## config.mk

```make
export PLATFORM = sky130hd
export DESIGN_NAME = sqs_quick_stop
export DESIGN_NICKNAME = d
export VERILOG_FILES = /design/src/rtl/sqs_pkg.sv /design/src/rtl/sqs_avmm_slave.sv /design/src/rtl/sqs_in_edge.sv /design/src/rtl/sqs_quick_stop.sv
export VERILOG_INCLUDE_DIRS = /design/src /design/src/rtl
export SDC_FILE = /design/constraint.sdc
export NUM_CORES = 1
export LEC_CHECK = 0
export BUFFER_PORTS_ARGS = -buffer_cell sky130_fd_sc_hd__buf_4
export CORE_MARGIN = 2
export CORE_UTILIZATION = 50
export CTS_CLUSTER_DIAMETER = 200
export CTS_CLUSTER_SIZE = 40
export DETAILED_ROUTE_END_ITERATION = 6
export PLACE_DENSITY = 0.79
export SYNTH_ARGS = -nofsm -noshare
export SYNTH_HDL_FRONTEND = slang
export SYNTH_SLANG_ARGS = --single-unit
export TNS_END_PERCENT = 30
```

## constraint.sdc

```tcl
create_clock -name mclk -period 11.2 [get_ports mclk]
set_clock_uncertainty 0.05 [all_clocks]
set_input_delay 1.68 -clock mclk [delete_from_list [all_inputs] [get_ports mclk]]
set_output_delay 1.68 -clock mclk [all_outputs]
set_load 0.1 [all_outputs]
```

## src/rtl/sqs_cfg.svh

```systemverilog
`ifndef SQS_CFG_SVH
`define SQS_CFG_SVH

// Register byte offsets
`define SQS_QSL_OFS        4'h0
`define SQS_CTRL_OFS       4'h4
`define SQS_STAT_OFS       4'h8
`define SQS_SETP_OFS       4'hC

// Braking current limit: reset value and upper bound of the setting
`define SQS_QSL_RST        16'h03E8
`define SQS_QSL_MAX        16'h752F

// Control register fields
`define SQS_CTRL_STOP_BIT  0
`define SQS_CTRL_CONF_BIT  1
`define SQS_CTRL_OFF_BIT   2
`define SQS_CTRL_RST       3'h0

// Status register fields
`define SQS_STAT_ST_LSB    0
`define SQS_STAT_CAUSE_LSB 4
`define SQS_STAT_ERR_LSB   8
`define SQS_STAT_CLS_LSB   16

// Error reporting
`define SQS_ERR_NONE       8'h00
`define SQS_ERR_OVERVOLT   8'h05
`define SQS_CLS_NONE       2'h0
`define SQS_CLS_AMP_OFF    2'h2

`endif

```

## src/rtl/sqs_pkg.sv

```systemverilog
package sqs_pkg;

  typedef enum logic [2:0] {
    SQS_RUN,
    SQS_BRAKE,
    SQS_CLAMP,
    SQS_AMP_OFF,
    SQS_OV_TRIP
  } sqs_state_e;

  typedef struct packed {
    logic internal;
    logic limit;
    logic device;
    logic stop_in;
  } sqs_cause_s;

  typedef struct packed {
    logic [3:0]  addr;
    logic [31:0] wdata;
    logic [3:0]  be;
    logic        wr_stb;
    logic        rd_stb;
  } sqs_bus_req_s;

endpackage : sqs_pkg

```

## src/rtl/sqs_avmm_slave.sv

```systemverilog
`timescale 1ns/1ps
module sqs_avmm_slave (
  input  wire logic                  mclk,
  input  wire logic                  rst,
  input  wire logic [3:0]            avs_address,
  input  wire logic                  avs_read,
  input  wire logic                  avs_write,
  input  wire logic [31:0]           avs_writedata,
  input  wire logic [3:0]            avs_byteenable,
  output logic      [31:0]           avs_readdata,
  output logic                       avs_waitrequest,
  input  wire logic [31:0]           rdata_in,
  output sqs_pkg::sqs_bus_req_s      req
);

  logic        wait_ff;
  logic [31:0] rdata_ff;

  // Every access waits exactly one cycle; data is latched with the release
  always_ff @(posedge mclk or posedge rst)
  begin
    if (rst)
      wait_ff <= 1'b1;
    else
      wait_ff <= !(wait_ff && (avs_read || avs_write));
  end

  always_ff @(posedge mclk or posedge rst)
  begin
    if (rst)
      rdata_ff <= 32'h0000_0000;
    else if (wait_ff && avs_read)
      rdata_ff <= rdata_in;
  end

  assign avs_waitrequest = wait_ff;
  assign avs_readdata    = rdata_ff;
  assign req.addr   = avs_address;
  assign req.wdata  = avs_writedata;
  assign req.be     = avs_byteenable;
  assign req.wr_stb = avs_write && !wait_ff;
  assign req.rd_stb = avs_read && !wait_ff;

endmodule : sqs_avmm_slave

```

## src/rtl/sqs_in_edge.sv

```systemverilog
`timescale 1ns/1ps
module sqs_in_edge #(
  parameter int W = 3
) (
  input  wire logic          mclk,
  input  wire logic          rst,
  input  wire logic [W-1:0]  sig_in,
  output logic      [W-1:0]  rise,
  output logic      [W-1:0]  fall
);

  logic [W-1:0] prev_ff;

  // Reset to all-ones so an input held low at release counts as a fall
  always_ff @(posedge mclk or posedge rst)
  begin
    if (rst)
      prev_ff <= {W{1'b1}};
    else
      prev_ff <= sig_in;
  end

  assign rise = sig_in & ~prev_ff;
  assign fall = ~sig_in & prev_ff;

endmodule : sqs_in_edge

```

## src/rtl/sqs_quick_stop.sv

```systemverilog
// Functional notes
// - Stop input asserted starts a quick stop.
// - Stop command from an input device starts a quick stop.
// - Either travel limit switch reaching its limit starts a quick stop.
// - Internal malfunction needing emergency stop starts a quick stop.
// - Overvoltage while braking: amplifier off, error 5, motor coasts.
// - Braking current limited to setting, default 1000, max 29999, peak-capped.
// - Braking continues until the motor reaches standstill.
// - At standstill enter zero-clamp, or amplifier off as class 2 fault.
// - Zero-clamp: position loop on, setpoint from actual, configured current limit.
// - Cleared only by acknowledge rising edge, device error confirmation or the control register confirm bit.
// - Acknowledge refused while the stop input is still asserted.
// - Gear reference pulses are ignored during quick stop.
// - After acknowledge the previously active function resumes.
`timescale 1ns/1ps
`include "sqs_cfg.svh"
module sqs_quick_stop (
  input  wire logic        mclk,
  input  wire logic        rst,
  input  wire logic [3:0]  avs_address,
  input  wire logic        avs_read,
  input  wire logic        avs_write,
  input  wire logic [31:0] avs_writedata,
  input  wire logic [3:0]  avs_byteenable,
  output logic      [31:0] avs_readdata,
  output logic             avs_waitrequest,
  input  wire logic        stop_in_n,
  input  wire logic        positive_travel_limit_in_n,
  input  wire logic        negative_travel_limit_in_n,
  input  wire logic        fault_reset_in,
  input  wire logic        manual_auto_select_in,
  input  wire logic        dev_stop_cmd,
  input  wire logic        dev_err_confirm,
  input  wire logic        internal_estop_fault,
  input  wire logic        overvoltage_in,
  input  wire logic        standstill_in,
  input  wire logic [31:0] actual_position_in,
  input  wire logic [15:0] configured_motor_current_limit,
  input  wire logic [15:0] motor_peak_current,
  input  wire logic [15:0] amplifier_peak_current,
  input  wire logic        gear_pulse_in,
  output logic             amp_enable_ff,
  output logic [15:0]      current_limit_ff,
  output logic             pos_loop_enable_ff,
  output logic [31:0]      setpoint_position_ff,
  output logic             gear_pulse_out_ff,
  output logic             func_enable_ff,
  output logic             quick_stop_active_ff,
  output logic [7:0]       error_code_ff,
  output logic [1:0]       error_class_ff
);

  function automatic logic [15:0] min16(input logic [15:0] a, input logic [15:0] b);
    min16 = (a < b) ? a : b;
  endfunction : min16

  sqs_pkg::sqs_state_e   state_ff;
  sqs_pkg::sqs_state_e   nxt_state;
  sqs_pkg::sqs_cause_s   cause_ff;
  sqs_pkg::sqs_bus_req_s req;
  logic [15:0]           quick_stop_current_limit_ff;
  logic [2:0]            ctrl_ff;
  logic [31:0]           rdata;
  logic [2:0]            rise;
  logic [2:0]            fall;
  logic                  sw_stop;
  logic                  sw_conf;
  logic                  trig_stop;
  logic                  trig_dev;
  logic                  trig_lim;
  logic                  trig_any;
  logic                  ack_event;
  logic                  ack_ok;
  logic                  stopped;
  logic [15:0]           peak_cap;
  logic [15:0]           qsl_wr;

  sqs_avmm_slave u_bus (
    .mclk            (mclk),
    .rst             (rst),
    .avs_address     (avs_address),
    .avs_read        (avs_read),
    .avs_write       (avs_write),
    .avs_writedata   (avs_writedata),
    .avs_byteenable  (avs_byteenable),
    .avs_readdata    (avs_readdata),
    .avs_waitrequest (avs_waitrequest),
    .rdata_in        (rdata),
    .req             (req)
  );

  // Limits trigger on assertion only, so retraction with the switch still active works
  sqs_in_edge #(.W(3)) u_edge (
    .mclk   (mclk),
    .rst    (rst),
    .sig_in ({fault_reset_in, positive_travel_limit_in_n, negative_travel_limit_in_n}),
    .rise   (rise),
    .fall   (fall)
  );

  // Register file
  assign qsl_wr = {req.be[1] ? req.wdata[15:8] : quick_stop_current_limit_ff[15:8],
                   req.be[0] ? req.wdata[7:0]  : quick_stop_current_limit_ff[7:0]};

  always_ff @(posedge mclk or posedge rst)
  begin
    if (rst)
      quick_stop_current_limit_ff <= `SQS_QSL_RST;
    else if (req.wr_stb && req.addr == `SQS_QSL_OFS)
      quick_stop_current_limit_ff <= min16(qsl_wr, `SQS_QSL_MAX);
  end

  always_ff @(posedge mclk or posedge rst)
  begin
    if (rst)
      ctrl_ff <= `SQS_CTRL_RST;
    else if (req.wr_stb && req.addr == `SQS_CTRL_OFS && req.be[0])
      ctrl_ff <= {req.wdata[`SQS_CTRL_OFF_BIT], 2'b00};
  end

  // Command bits are self-clearing pulses; they never store
  assign sw_stop = req.wr_stb && req.addr == `SQS_CTRL_OFS && req.be[0]
                   && req.wdata[`SQS_CTRL_STOP_BIT];
  assign sw_conf = req.wr_stb && req.addr == `SQS_CTRL_OFS && req.be[0]
                   && req.wdata[`SQS_CTRL_CONF_BIT];

  always_comb
  begin
    rdata = 32'h0000_0000;
    case (req.addr)
      `SQS_QSL_OFS:  rdata[15:0] = quick_stop_current_limit_ff;
      `SQS_CTRL_OFS: rdata[2:0] = ctrl_ff;
      `SQS_STAT_OFS:
      begin
        rdata[`SQS_STAT_ST_LSB +: 3]    = state_ff;
        rdata[`SQS_STAT_CAUSE_LSB +: 4] = cause_ff;
        rdata[`SQS_STAT_ERR_LSB +: 8]   = error_code_ff;
        rdata[`SQS_STAT_CLS_LSB +: 2]   = error_class_ff;
      end
      `SQS_SETP_OFS: rdata = setpoint_position_ff;
      default:       rdata = 32'h0000_0000;
    endcase
  end

  assign trig_stop = !stop_in_n;
  assign trig_dev  = dev_stop_cmd || sw_stop;
  assign trig_lim  = fall[0] || fall[1];
  assign trig_any  = trig_stop || trig_dev || trig_lim || internal_estop_fault;

  assign ack_event = rise[2] || dev_err_confirm || sw_conf;
  assign ack_ok    = ack_event && stop_in_n;
  assign stopped   = state_ff == sqs_pkg::SQS_CLAMP || state_ff == sqs_pkg::SQS_AMP_OFF
                     || state_ff == sqs_pkg::SQS_OV_TRIP;

  always_comb
  begin
    nxt_state = state_ff;
    case (state_ff)
      sqs_pkg::SQS_RUN:
        if (trig_any)
          nxt_state = sqs_pkg::SQS_BRAKE;
      sqs_pkg::SQS_BRAKE:
        if (overvoltage_in)
          nxt_state = sqs_pkg::SQS_OV_TRIP;
        else if (standstill_in)
          nxt_state = ctrl_ff[`SQS_CTRL_OFF_BIT] ? sqs_pkg::SQS_AMP_OFF : sqs_pkg::SQS_CLAMP;
      sqs_pkg::SQS_CLAMP, sqs_pkg::SQS_AMP_OFF, sqs_pkg::SQS_OV_TRIP:
        if (ack_ok)
          nxt_state = sqs_pkg::SQS_RUN;
      default:
        nxt_state = sqs_pkg::SQS_BRAKE;
    endcase
  end

  always_ff @(posedge mclk or posedge rst)
  begin
    if (rst)
      state_ff <= sqs_pkg::SQS_RUN;
    else
      state_ff <= nxt_state;
  end

  // Causes accumulate during the stop and clear with the acknowledge
  always_ff @(posedge mclk or posedge rst)
  begin
    if (rst)
      cause_ff <= 4'h0;
    else if (stopped && ack_ok)
      cause_ff <= 4'h0;
    else if (state_ff != sqs_pkg::SQS_RUN || trig_any)
      cause_ff <= cause_ff | {internal_estop_fault, trig_lim, trig_dev, trig_stop};
  end

  assign peak_cap = min16(motor_peak_current, amplifier_peak_current);

  always_ff @(posedge mclk or posedge rst)
  begin
    if (rst)
      current_limit_ff <= 16'h0000;
    else if (nxt_state == sqs_pkg::SQS_BRAKE)
      current_limit_ff <= min16(quick_stop_current_limit_ff, peak_cap);
    else if (nxt_state == sqs_pkg::SQS_CLAMP || nxt_state == sqs_pkg::SQS_RUN)
      current_limit_ff <= configured_motor_current_limit;
    else
      current_limit_ff <= 16'h0000;
  end

  always_ff @(posedge mclk or posedge rst)
  begin
    if (rst)
      amp_enable_ff <= 1'b0;
    else
      amp_enable_ff <= nxt_state != sqs_pkg::SQS_OV_TRIP && nxt_state != sqs_pkg::SQS_AMP_OFF;
  end

  always_ff @(posedge mclk or posedge rst)
  begin
    if (rst)
      pos_loop_enable_ff <= 1'b0;
    else
      pos_loop_enable_ff <= nxt_state == sqs_pkg::SQS_CLAMP;
  end

  always_ff @(posedge mclk or posedge rst)
  begin
    if (rst)
      setpoint_position_ff <= 32'h0000_0000;
    else if (state_ff == sqs_pkg::SQS_BRAKE && nxt_state == sqs_pkg::SQS_CLAMP)
      setpoint_position_ff <= actual_position_in;
  end

  always_ff @(posedge mclk or posedge rst)
  begin
    if (rst)
      gear_pulse_out_ff <= 1'b0;
    else
      gear_pulse_out_ff <= gear_pulse_in && state_ff == sqs_pkg::SQS_RUN && !trig_any;
  end

  always_ff @(posedge mclk or posedge rst)
  begin
    if (rst)
    begin
      func_enable_ff       <= 1'b0;
      quick_stop_active_ff <= 1'b0;
    end
    else
    begin
      func_enable_ff       <= nxt_state == sqs_pkg::SQS_RUN;
      quick_stop_active_ff <= nxt_state != sqs_pkg::SQS_RUN;
    end
  end

  always_ff @(posedge mclk or posedge rst)
  begin
    if (rst)
    begin
      error_code_ff  <= `SQS_ERR_NONE;
      error_class_ff <= `SQS_CLS_NONE;
    end
    else
    begin
      error_code_ff  <= (nxt_state == sqs_pkg::SQS_OV_TRIP) ? `SQS_ERR_OVERVOLT : `SQS_ERR_NONE;
      error_class_ff <= (nxt_state == sqs_pkg::SQS_AMP_OFF) ? `SQS_CLS_AMP_OFF : `SQS_CLS_NONE;
    end
  end

  property p_trig_stop;
    @(posedge mclk) disable iff (rst)
    state_ff == sqs_pkg::SQS_RUN && !stop_in_n |=> state_ff == sqs_pkg::SQS_BRAKE
      ##0 quick_stop_active_ff && !func_enable_ff;
  endproperty
  a_trig_stop: assert property (p_trig_stop) else $error("stop input ignored");

  property p_trig_dev;
    @(posedge mclk) disable iff (rst)
    state_ff == sqs_pkg::SQS_RUN && dev_stop_cmd |=> state_ff == sqs_pkg::SQS_BRAKE;
  endproperty
  a_trig_dev: assert property (p_trig_dev) else $error("device stop ignored");

  property p_trig_lim;
    @(posedge mclk) disable iff (rst)
    state_ff == sqs_pkg::SQS_RUN && $fell(positive_travel_limit_in_n) |=>
      state_ff == sqs_pkg::SQS_BRAKE && cause_ff.limit;
  endproperty
  a_trig_lim: assert property (p_trig_lim) else $error("limit switch ignored");

  property p_trig_int;
    @(posedge mclk) disable iff (rst)
    state_ff == sqs_pkg::SQS_RUN && internal_estop_fault |=> state_ff == sqs_pkg::SQS_BRAKE;
  endproperty
  a_trig_int: assert property (p_trig_int) else $error("internal fault ignored");

  property p_overvolt;
    @(posedge mclk) disable iff (rst)
    state_ff == sqs_pkg::SQS_BRAKE && overvoltage_in |=>
      !amp_enable_ff && error_code_ff == 8'h05 && !pos_loop_enable_ff;
  endproperty
  a_overvolt: assert property (p_overvolt) else $error("overvoltage not tripped");

  property p_brake_cur;
    @(posedge mclk) disable iff (rst)
    state_ff == sqs_pkg::SQS_BRAKE |-> current_limit_ff <= quick_stop_current_limit_ff
      && current_limit_ff <= motor_peak_current && current_limit_ff <= 16'h752F;
  endproperty
  a_brake_cur: assert property (p_brake_cur) else $error("braking current too high");

  property p_brake_hold;
    @(posedge mclk) disable iff (rst)
    state_ff == sqs_pkg::SQS_BRAKE && !standstill_in && !overvoltage_in |=>
      state_ff == sqs_pkg::SQS_BRAKE && amp_enable_ff;
  endproperty
  a_brake_hold: assert property (p_brake_hold) else $error("braking ended early");

  property p_amp_off;
    @(posedge mclk) disable iff (rst)
    state_ff == sqs_pkg::SQS_BRAKE && standstill_in && !overvoltage_in
      && ctrl_ff[`SQS_CTRL_OFF_BIT] |=> !amp_enable_ff && error_class_ff == 2'h2;
  endproperty
  a_amp_off: assert property (p_amp_off) else $error("amplifier-off reaction wrong");

  property p_clamp;
    @(posedge mclk) disable iff (rst)
    state_ff == sqs_pkg::SQS_BRAKE && standstill_in && !overvoltage_in
      && !ctrl_ff[`SQS_CTRL_OFF_BIT] |=> pos_loop_enable_ff
      && setpoint_position_ff == $past(actual_position_in)
      && current_limit_ff == $past(configured_motor_current_limit);
  endproperty
  a_clamp: assert property (p_clamp) else $error("zero-clamp not set up");

  property p_ack_block;
    @(posedge mclk) disable iff (rst)
    stopped && !stop_in_n |=> state_ff != sqs_pkg::SQS_RUN;
  endproperty
  a_ack_block: assert property (p_ack_block) else $error("ack taken with stop held");

  property p_latched;
    @(posedge mclk) disable iff (rst)
    stopped && !ack_event |=> $stable(state_ff);
  endproperty
  a_latched: assert property (p_latched) else $error("stop cleared without ack");

  property p_resume;
    @(posedge mclk) disable iff (rst)
    stopped && ack_ok |=> func_enable_ff && amp_enable_ff ##1 !quick_stop_active_ff
      || state_ff == sqs_pkg::SQS_BRAKE;
  endproperty
  a_resume: assert property (p_resume) else $error("function not resumed");

  property p_no_pulse;
    @(posedge mclk) disable iff (rst)
    state_ff != sqs_pkg::SQS_RUN |=> !gear_pulse_out_ff;
  endproperty
  a_no_pulse: assert property (p_no_pulse) else $error("gear pulse passed in stop");

  property p_cv_clamp;
    @(posedge mclk) disable iff (rst)
    state_ff == sqs_pkg::SQS_BRAKE ##1 state_ff == sqs_pkg::SQS_CLAMP;
  endproperty
  c_cv_clamp: cover property (p_cv_clamp);

  property p_cv_ov;
    @(posedge mclk) disable iff (rst)
    state_ff == sqs_pkg::SQS_BRAKE ##1 state_ff == sqs_pkg::SQS_OV_TRIP;
  endproperty
  c_cv_ov: cover property (p_cv_ov);

  property p_cv_ack;
    @(posedge mclk) disable iff (rst)
    stopped ##1 state_ff == sqs_pkg::SQS_RUN;
  endproperty
  c_cv_ack: cover property (p_cv_ack);

endmodule : sqs_quick_stop
```

==> results of run 1 <==
[kinds of logic after synthesis]
logic type / share of synthesized area (%)
other: 0.0626
adders and majority gates: 6.27
buffers and inverters: 5.75
and+or+nand+nor: 11.6
muxes: 7.84
AOI/OAI and AO/OA: 20.3
DFF: 48.3
[metrics by stage]
step	hold slack, ns	cells
finish	0.432	919
global route	0.466	919
CTS	0.438	919
detailed placement	0.427	888
global placement	0.421	888
floorplan	0.406	576
[final cells by class]
cell class	instances	area, um2	area share, %
Sequential cell	115	2890	35.5
Multi-Input combinational cell	383	2780	34.1
Timing Repair Buffer	206	1550	19.0
Clock buffer	21	460	5.66
Tap cell	143	179	2.20
Inverter	41	156	1.92
Clock inverter	10	133	1.63
[metal layers]
layer	global-route usage, %	vias to the layer above
li1	-	2458
met1	31.2	2573
met2	46.1	199
met3	6.06	35
met4	10.4	0
met5	0	-
[how the worst max path moves through the flow]
stage / from / endpoint / slack (ns) / depth (start not counted)
floorplan: amplifier_peak_current[11] / current_limit_ff[10] / 5.87 / 17
finish: motor_peak_current[11] / current_limit_ff[11] / 4.77 / 14
CTS: motor_peak_current[11] / current_limit_ff[11] / 4.90 / 14
detailed placement: motor_peak_current[11] / current_limit_ff[2] / 4.52 / 14
global route: amplifier_peak_current[11] / current_limit_ff[9] / 4.43 / 15
global placement: motor_peak_current[11] / current_limit_ff[13] / 4.67 / 14
[tightest hold or removal path, cell delays in order, from the launching register on]
cell,delay (ns)
dfrtp_1,0.34
nand2_1,0.05
o21ai_0,0.06
[Yosys cell counts, types with 11 or more instances]
master,number
a32o_1,18
nand2_1,53
a21oi_1,47
clkbuf_1,19
a22oi_1,16
ha_1,30
inv_1,41
mux2_1,30
nand3_1,11
nor2_1,18
o21ai_0,31
a22o_1,16
dfrtp_1,105
[power groups by stage]
stage	logic (mW)	clock network, mW	registers (mW)
final	1.28	0.541	0.635
after global routing	1.33	0.565	0.650
after CTS	1.28	0.549	0.634
after detailed placement	1.27	0	0.640
after global placement	1.26	0	0.634
after floorplan	0.320	0	1.30
[registers in the layout, indices dropped and copies added, names as in the netlist, 3 cells and up]
| register | flops |
|---|---|
| u_edge.prev_ff | 3 |
| cause_ff | 4 |
| quick_stop_current_limit_ff | 16 |
| u_bus.avs_readdata | 32 |
| state_ff | 3 |
| setpoint_position_ff | 32 |
| current_limit_ff | 16 |
==> summary.txt, run 1 <==
status: complete, no violations
Tot Pwr: 2.45 mW
Core Box Area: 11,600 um2
Final Hold Viols: 0
Internal: 1.20 mW
vias in the first global route: 5,268
num ports: 231
Warnings, synthesis: 0
top layer in use: met4
commonest non-fill, non-tap cell in the layout: buf_4
fin crit period: 6.43 ns
area grow syn2layout: 36.0%
routed wire length per instance: 18.1 um
asr flop ratio synth: 100%
cell accounting for the most synthesized area: dfrtp_1
root buf cell: clkbuf_16
Max Cap Violations: 0
Post-CTS Setup Inserts: 0
synth top area cells: dfrtp_1 (44%), ha_1 (6.3%), mux2_1 (5.6%)
CP delay by family, top: compound AO/OA/AOI/OAI gates
DR pass1 iterations: 5
power density over cell area: 301 nW/um2
Fmax: 155 MHz
IO buf count: 204
fill count: 881
Synth Instances: 570
Setup TNS: 0 ns
Slowest-stage cell, CP: a221oi_2
Clock Sinks: 115
Worst-Margin Slew: 1.21 ns
Final WS setup: 4.77 ns
worst-path maximum fanout: 24
CTS tree: done
share of layout cells above drive strength 1: 34.7%
final setup fails: 0
crit path buf inv count: 1
HP Class: register to register
Slew Limit Fails: 0
Hold Path End: u_bus.avs_readdata[3]
critical path launch point type: primary input
FF-to-FF setup slack: 7.35 ns
Worst Setup Path Type: primary input to register
GP Congestion: 0.943
Die Wd: 113 um
Main synth FF type: dfrtp_1
critical-path cell list: buf_4, ha_1, a21oi_1, o21ai_0, a221oi_2, and2_1, a21oi_1, ha_1, nand3_1, nor3_1, or3b_2, o31ai_4, nand2_1, a32o_1
vias post-DR: 5,265
FF-to-FF End: setpoint_position_ff[22]
leading cell types in the layout, fill and taps excluded: buf_4 (206), dfrtp_1 (105), nand2_1 (53), a21oi_1 (47), inv_1 (40)
Core Util, Final: 70.4%
static leakage power: 4.07 nW
Clock power frac: 22.1%
Critical Path End Type: register
CTS max path bufs: 2
# diodes: 0
Initial Util: 51.8%
DRT iter0 DRCs: 314
WP data required: 11.44 ns
sequential power share: 25.9%
first-pass GRT wire length: 26.3 mm
gr usage total: 26.2%
Syn Std Cell Area: 5990 um2
dpl hpwl: 12.5 mm
H-tree levels: 4
Tcrit/Tclk final: 57.5%
CTS Buf Count: 17
Area after DPL: 7550 um2
slew margin rel.: 19.5%
fin nets: 929
hold buffer count at CTS: 0
Hold Path Origin: u_bus.avs_readdata[3]
Sw Ratio: 51.0%
register area share after synthesis: 48.3%
global route overflow: 0
Worst Path Arrival: 6.67 ns
Critical R2R Launch: u_bus.avs_waitrequest
Met3 Routed Length: 933 um
mean post-synth cell area: 10.5 um2
final instance area: 8140 um2
wl on met1: 6.72 mm
Switch Pwr: 1.25 mW
initial antenna violation count: 0
CTS resizes: 0
Die Y: 113 um
# DRC: 0
WL met2: 8.51 mm
maximum vdd drop: 276 uV
Distinct cells, synth: 61
slowest stage delay, CP: 1.00 ns
largest net degree at the start of global routing: 69
Clock Latency Late Sink: 0.41 ns
hold-critical path depth: 2
Post-synth EDFFs: 0
final WL: 16.7 mm
pre-CTS setup slack: 4.52 ns
Via density: 5.73
RSZ-0062 raised after global routing: false
remaining antenna violation count: 0
Die ar.: 12,900 um2
Clock Pin Slew Worst Setup and Hold Paths: 0.05 ns
Gate power share: 52.1%
R2R cell count: 7
#FFs+latches synth: 115
Synth top area share: 43.9%
Rows: 39
No activity file was read; power rests on OpenSTA's default activity.
==> inputs of run 2 (changes only) <==
--- a/config.mk
+++ b/config.mk
@@ -6,13 +6,14 @@
 export SDC_FILE = /design/constraint.sdc
 export NUM_CORES = 1
 export LEC_CHECK = 0
+export ABC_AREA = 1
 export BUFFER_PORTS_ARGS = -buffer_cell sky130_fd_sc_hd__buf_4
 export CORE_MARGIN = 2
 export CORE_UTILIZATION = 50
 export CTS_CLUSTER_DIAMETER = 200
 export CTS_CLUSTER_SIZE = 40
 export DETAILED_ROUTE_END_ITERATION = 6
-export PLACE_DENSITY = 0.79
+export PLACE_DENSITY = 0.78
 export SYNTH_ARGS = -nofsm -noshare
 export SYNTH_HDL_FRONTEND = slang
 export SYNTH_SLANG_ARGS = --single-unit
==> constraint.sdc (replaced) <==
create_clock -name mclk -period 6.7 [get_ports mclk]
set_clock_uncertainty 0.05 [all_clocks]
set_input_delay 1.005 -clock mclk [delete_from_list [all_inputs] [get_ports mclk]]
set_output_delay 1.005 -clock mclk [all_outputs]
set_load 0.1 [all_outputs]
==> run 2 against run 1 <==
Non-clock buffer count rose by 2. Core utilization down 0.45 points. Wire length grew 2.8%. Combinational power is 80% higher. Area after synthesis is 3.7% higher. Clock-buffer cell count rose by 1. Register-to-register slack worse by 3.3 ns. Clock power up 84%. First-iteration DRC count increased by 17%. Final cell count increased by 27%. Total power up 78%. Sequential cell count did not move. Critical path type unchanged.
==> summary.txt, run 2 <==
Slew Limit Fails: 0 (unchanged)
final setup fails: 0 (unchanged)
CTS tree: done
GP Congestion: 0.866 (-8.1%)
CP startpoint: amplifier_peak_current[5]
final WL: 17.1 mm (+2.8%)
critical path launch point type: primary input
Via density: 5.04 (-12%)
largest net degree at the start of global routing: 60 (-13%)
vias in the first global route: 5,674 (+7.7%)
FF-to-FF End: setpoint_position_ff[2]
Core Box Area: 12,100 um2 (+4.3%)
DRT iter0 DRCs: 367 (+17%)
Synth top area share: 42.3% (-1.6 points)
H-tree levels: 4 (unchanged)
Max Cap Violations: 0 (unchanged)
power density over cell area: 517 nW/um2 (+72%)
initial antenna violation count: 0 (unchanged)
Initial Util: 51.5% (-0.31 points)
Post-synth EDFFs: 0 (unchanged)
Worst Path Arrival: 4.59 ns (-2.08 ns)
Warnings, synthesis: 0 (unchanged)
CTS max path bufs: 2 (unchanged)
leading cell types by count after synthesis: nand2_1 (274), dfrtp_1 (105), nand3_1 (92)
Worst-Margin Slew: 0.904 ns (-0.303 ns)
routed wire length per instance: 14.7 um (-19%)
Fmax: 233 MHz
Syn Std Cell Area: 6210 um2 (+3.7%)
mean post-synth cell area: 7.81 um2 (-26%)
Worst Setup Path Type: primary input to register
Critical R2R Launch: u_bus.avs_waitrequest
Post-CTS Setup Inserts: 0 (unchanged)
hold buffer count at CTS: 0 (unchanged)
count leader, synth: nand2_1
asr flop ratio synth: 100% (unchanged)
share of layout cells above drive strength 1: 27.0% (-7.6 points)
# DRC: 0 (unchanged)
commonest non-fill, non-tap cell in the layout: nand2_1
fill count: 994 (+13%)
CTS Buf Count: 17 (unchanged)
gr usage total: 26.6% (+0.39 points)
register area: 2890 um2 (unchanged)
Die ar.: 13,300 um2 (+3.5%)
cell accounting for the most synthesized area: dfrtp_1
maximum vdd drop: 465 uV (+68%)
#FFs+latches synth: 115 (unchanged)
Synth Instances: 795 (+39%)
num ports: 231 (unchanged)
Clock Sinks: 115 (unchanged)
Die Wd: 115 um (+1.8%)
R2R cell count: 10 (+3)
global route overflow: 0 (unchanged)
Clock Latency Late Sink: 0.41 ns (about the same)
fin crit period: 4.30 ns
Multi-input gate area: 2810 um2 (+1.4%)
DR pass1 iterations: 7 (+2)
slew margin rel.: 39.3% (+20 points)
WP data required: 6.99 ns (-4.45 ns)
Worst setup endpoint: current_limit_ff[3]
Distinct cells, synth: 43 (-30%)
Setup TNS: 0 ns (unchanged)
vias post-DR: 5,880 (+12%)
leading cell types in the layout, fill and taps excluded: nand2_1 (274), buf_4 (208), dfrtp_1 (105), nand3_1 (92), inv_1 (74)
status: complete, no violations
IO buf count: 204 (unchanged)
dpl hpwl: 12.7 mm (+1.5%)
Rows: 40 (+2.6%)
worst-path maximum fanout: 31 (+29%)
first-pass GRT wire length: 27.7 mm (+5.2%)
Clock Pin Slew Worst Setup and Hold Paths: 0.05 ns (about the same)
register area share after synthesis: 46.6% (-1.7 points)
Die Y: 115 um (+1.8%)
Final Hold Viols: 0 (unchanged)
CTS resizes: 0 (unchanged)
synth top area cells: dfrtp_1 (42%), nand2_1 (17%), nand3_1 (7.4%)
Core Util, Final: 69.9% (-0.45 points)
remaining antenna violation count: 0 (unchanged)
RSZ-0062 raised after global routing: false
Tcrit/Tclk final: 64.1%
Main synth FF type: dfrtp_1
root buf cell: clkbuf_16
# diodes: 0 (unchanged)
static leakage power: 4.59 nW (+13%)
HP Class: register to register
Critical Path End Type: register
fin nets: 1,152 (+24%)
area grow syn2layout: 35.9% (about the same)
FF-to-FF setup slack: 4.06 ns (-3.29 ns)
-- run 2: cell count changes in the layout (fill, tap and decap cells not counted), moves of 16 or more --
cell	delta
inv_1	+34
a21oi_1	-22
a22oi_1	-16
nand2_1	+221
nand3_1	+81
o21ai_0	+27
a32o_1	-16
mux2_1	-30
a22o_1	-16
-- run 2: how the worst min path moves through the flow --
| stage | slack (ns) | endpoint | cells past startpoint | startpoint |
|---|---|---|---|---|
| global placement | 0.42 | u_bus.avs_readdata[26] | 2 | u_bus.avs_readdata[26] |
| finish | 0.44 | u_bus.avs_readdata[20] | 2 | u_bus.avs_readdata[20] |
| CTS | 0.43 | u_bus.avs_readdata[20] | 2 | u_bus.avs_readdata[20] |
| global route | 0.46 | u_bus.avs_readdata[27] | 2 | u_bus.avs_readdata[27] |
| floorplan | 0.40 | cause_ff[0] | 2 | cause_ff[0] |
| detailed placement | 0.42 | u_bus.avs_readdata[20] | 2 | u_bus.avs_readdata[20] |
-- run 2: worst max-delay path, stage by stage --
cell and delay [ns]:
buf_4 0.10, inv_1 0.07, ha_1 0.24, a21oi_1 0.16
nor2_1 0.06, nor3_1 0.12, nand2_1 0.07, nand2_1 0.07
nand2_1 0.48, o21ai_0 0.48, ha_1 0.32, a21oi_1 0.13
nor2_1 0.05, a211oi_1 0.26, o221a_2 0.52, nand2_4 0.19
nand2_1 0.10, nand3_1 0.07, nand2_1 0.08
-- run 2: stage by stage --
| stage | power (mW) | instance area (um2) | std cells | hold slack, ns | worst slack (ns) |
|---|---|---|---|---|---|
| final | 4.37 | 8440 | 1167 | 0.436 | 2.40 |
| after global placement | 3.35 | 7790 | 1136 | 0.416 | 2.07 |
| after floorplan | 2.87 | 6230 | 801 | 0.404 | 2.62 |
| after CTS | 4.39 | 8440 | 1167 | 0.434 | 2.43 |
| after detailed placement | 3.38 | 7790 | 1136 | 0.422 | 2.04 |
| after global routing | 4.58 | 8440 | 1167 | 0.457 | 2.02 |
-- run 2: cells by family (layout without fill, tap and decap cells) --
group,Yosys count,in the layout,synth area share (%)
compound gates,109,109,9.94
fa+ha+maj,30,30,6.05
buf+inv,123,321,8.52
flops,115,115,46.6
other cells,1,7,0.0604
simple gates,417,417,28.9
-- run 2: power by group --
group | switching (mW) | internal [mW]
logic | 1.82 | 0.481
clock network | 0.311 | 0.686
registers | 0.151 | 0.916
total | 2.28 | 2.08
-- run 2: layout make-up --
class,instances,area share [%]
clock buffer,22,5.62
clock inverter,9,2.09
inverter,82,3.68
multi-input combinational,563,33.4
sequential,115,34.3
tap,168,2.49
timing repair buffer,208,18.5
-- run 2: routing by layer --
metal  vias to the layer above  share of wire, %  track usage [%]  wire, um
met5                         -                 0                0         0
met4                         0               2.2             9.16       369
met3                        33               8.2             7.53      1400
met2                       228                47             42.7      7990
met1                      2682                43             34.9      7380
li1                       2937                 -                -         -
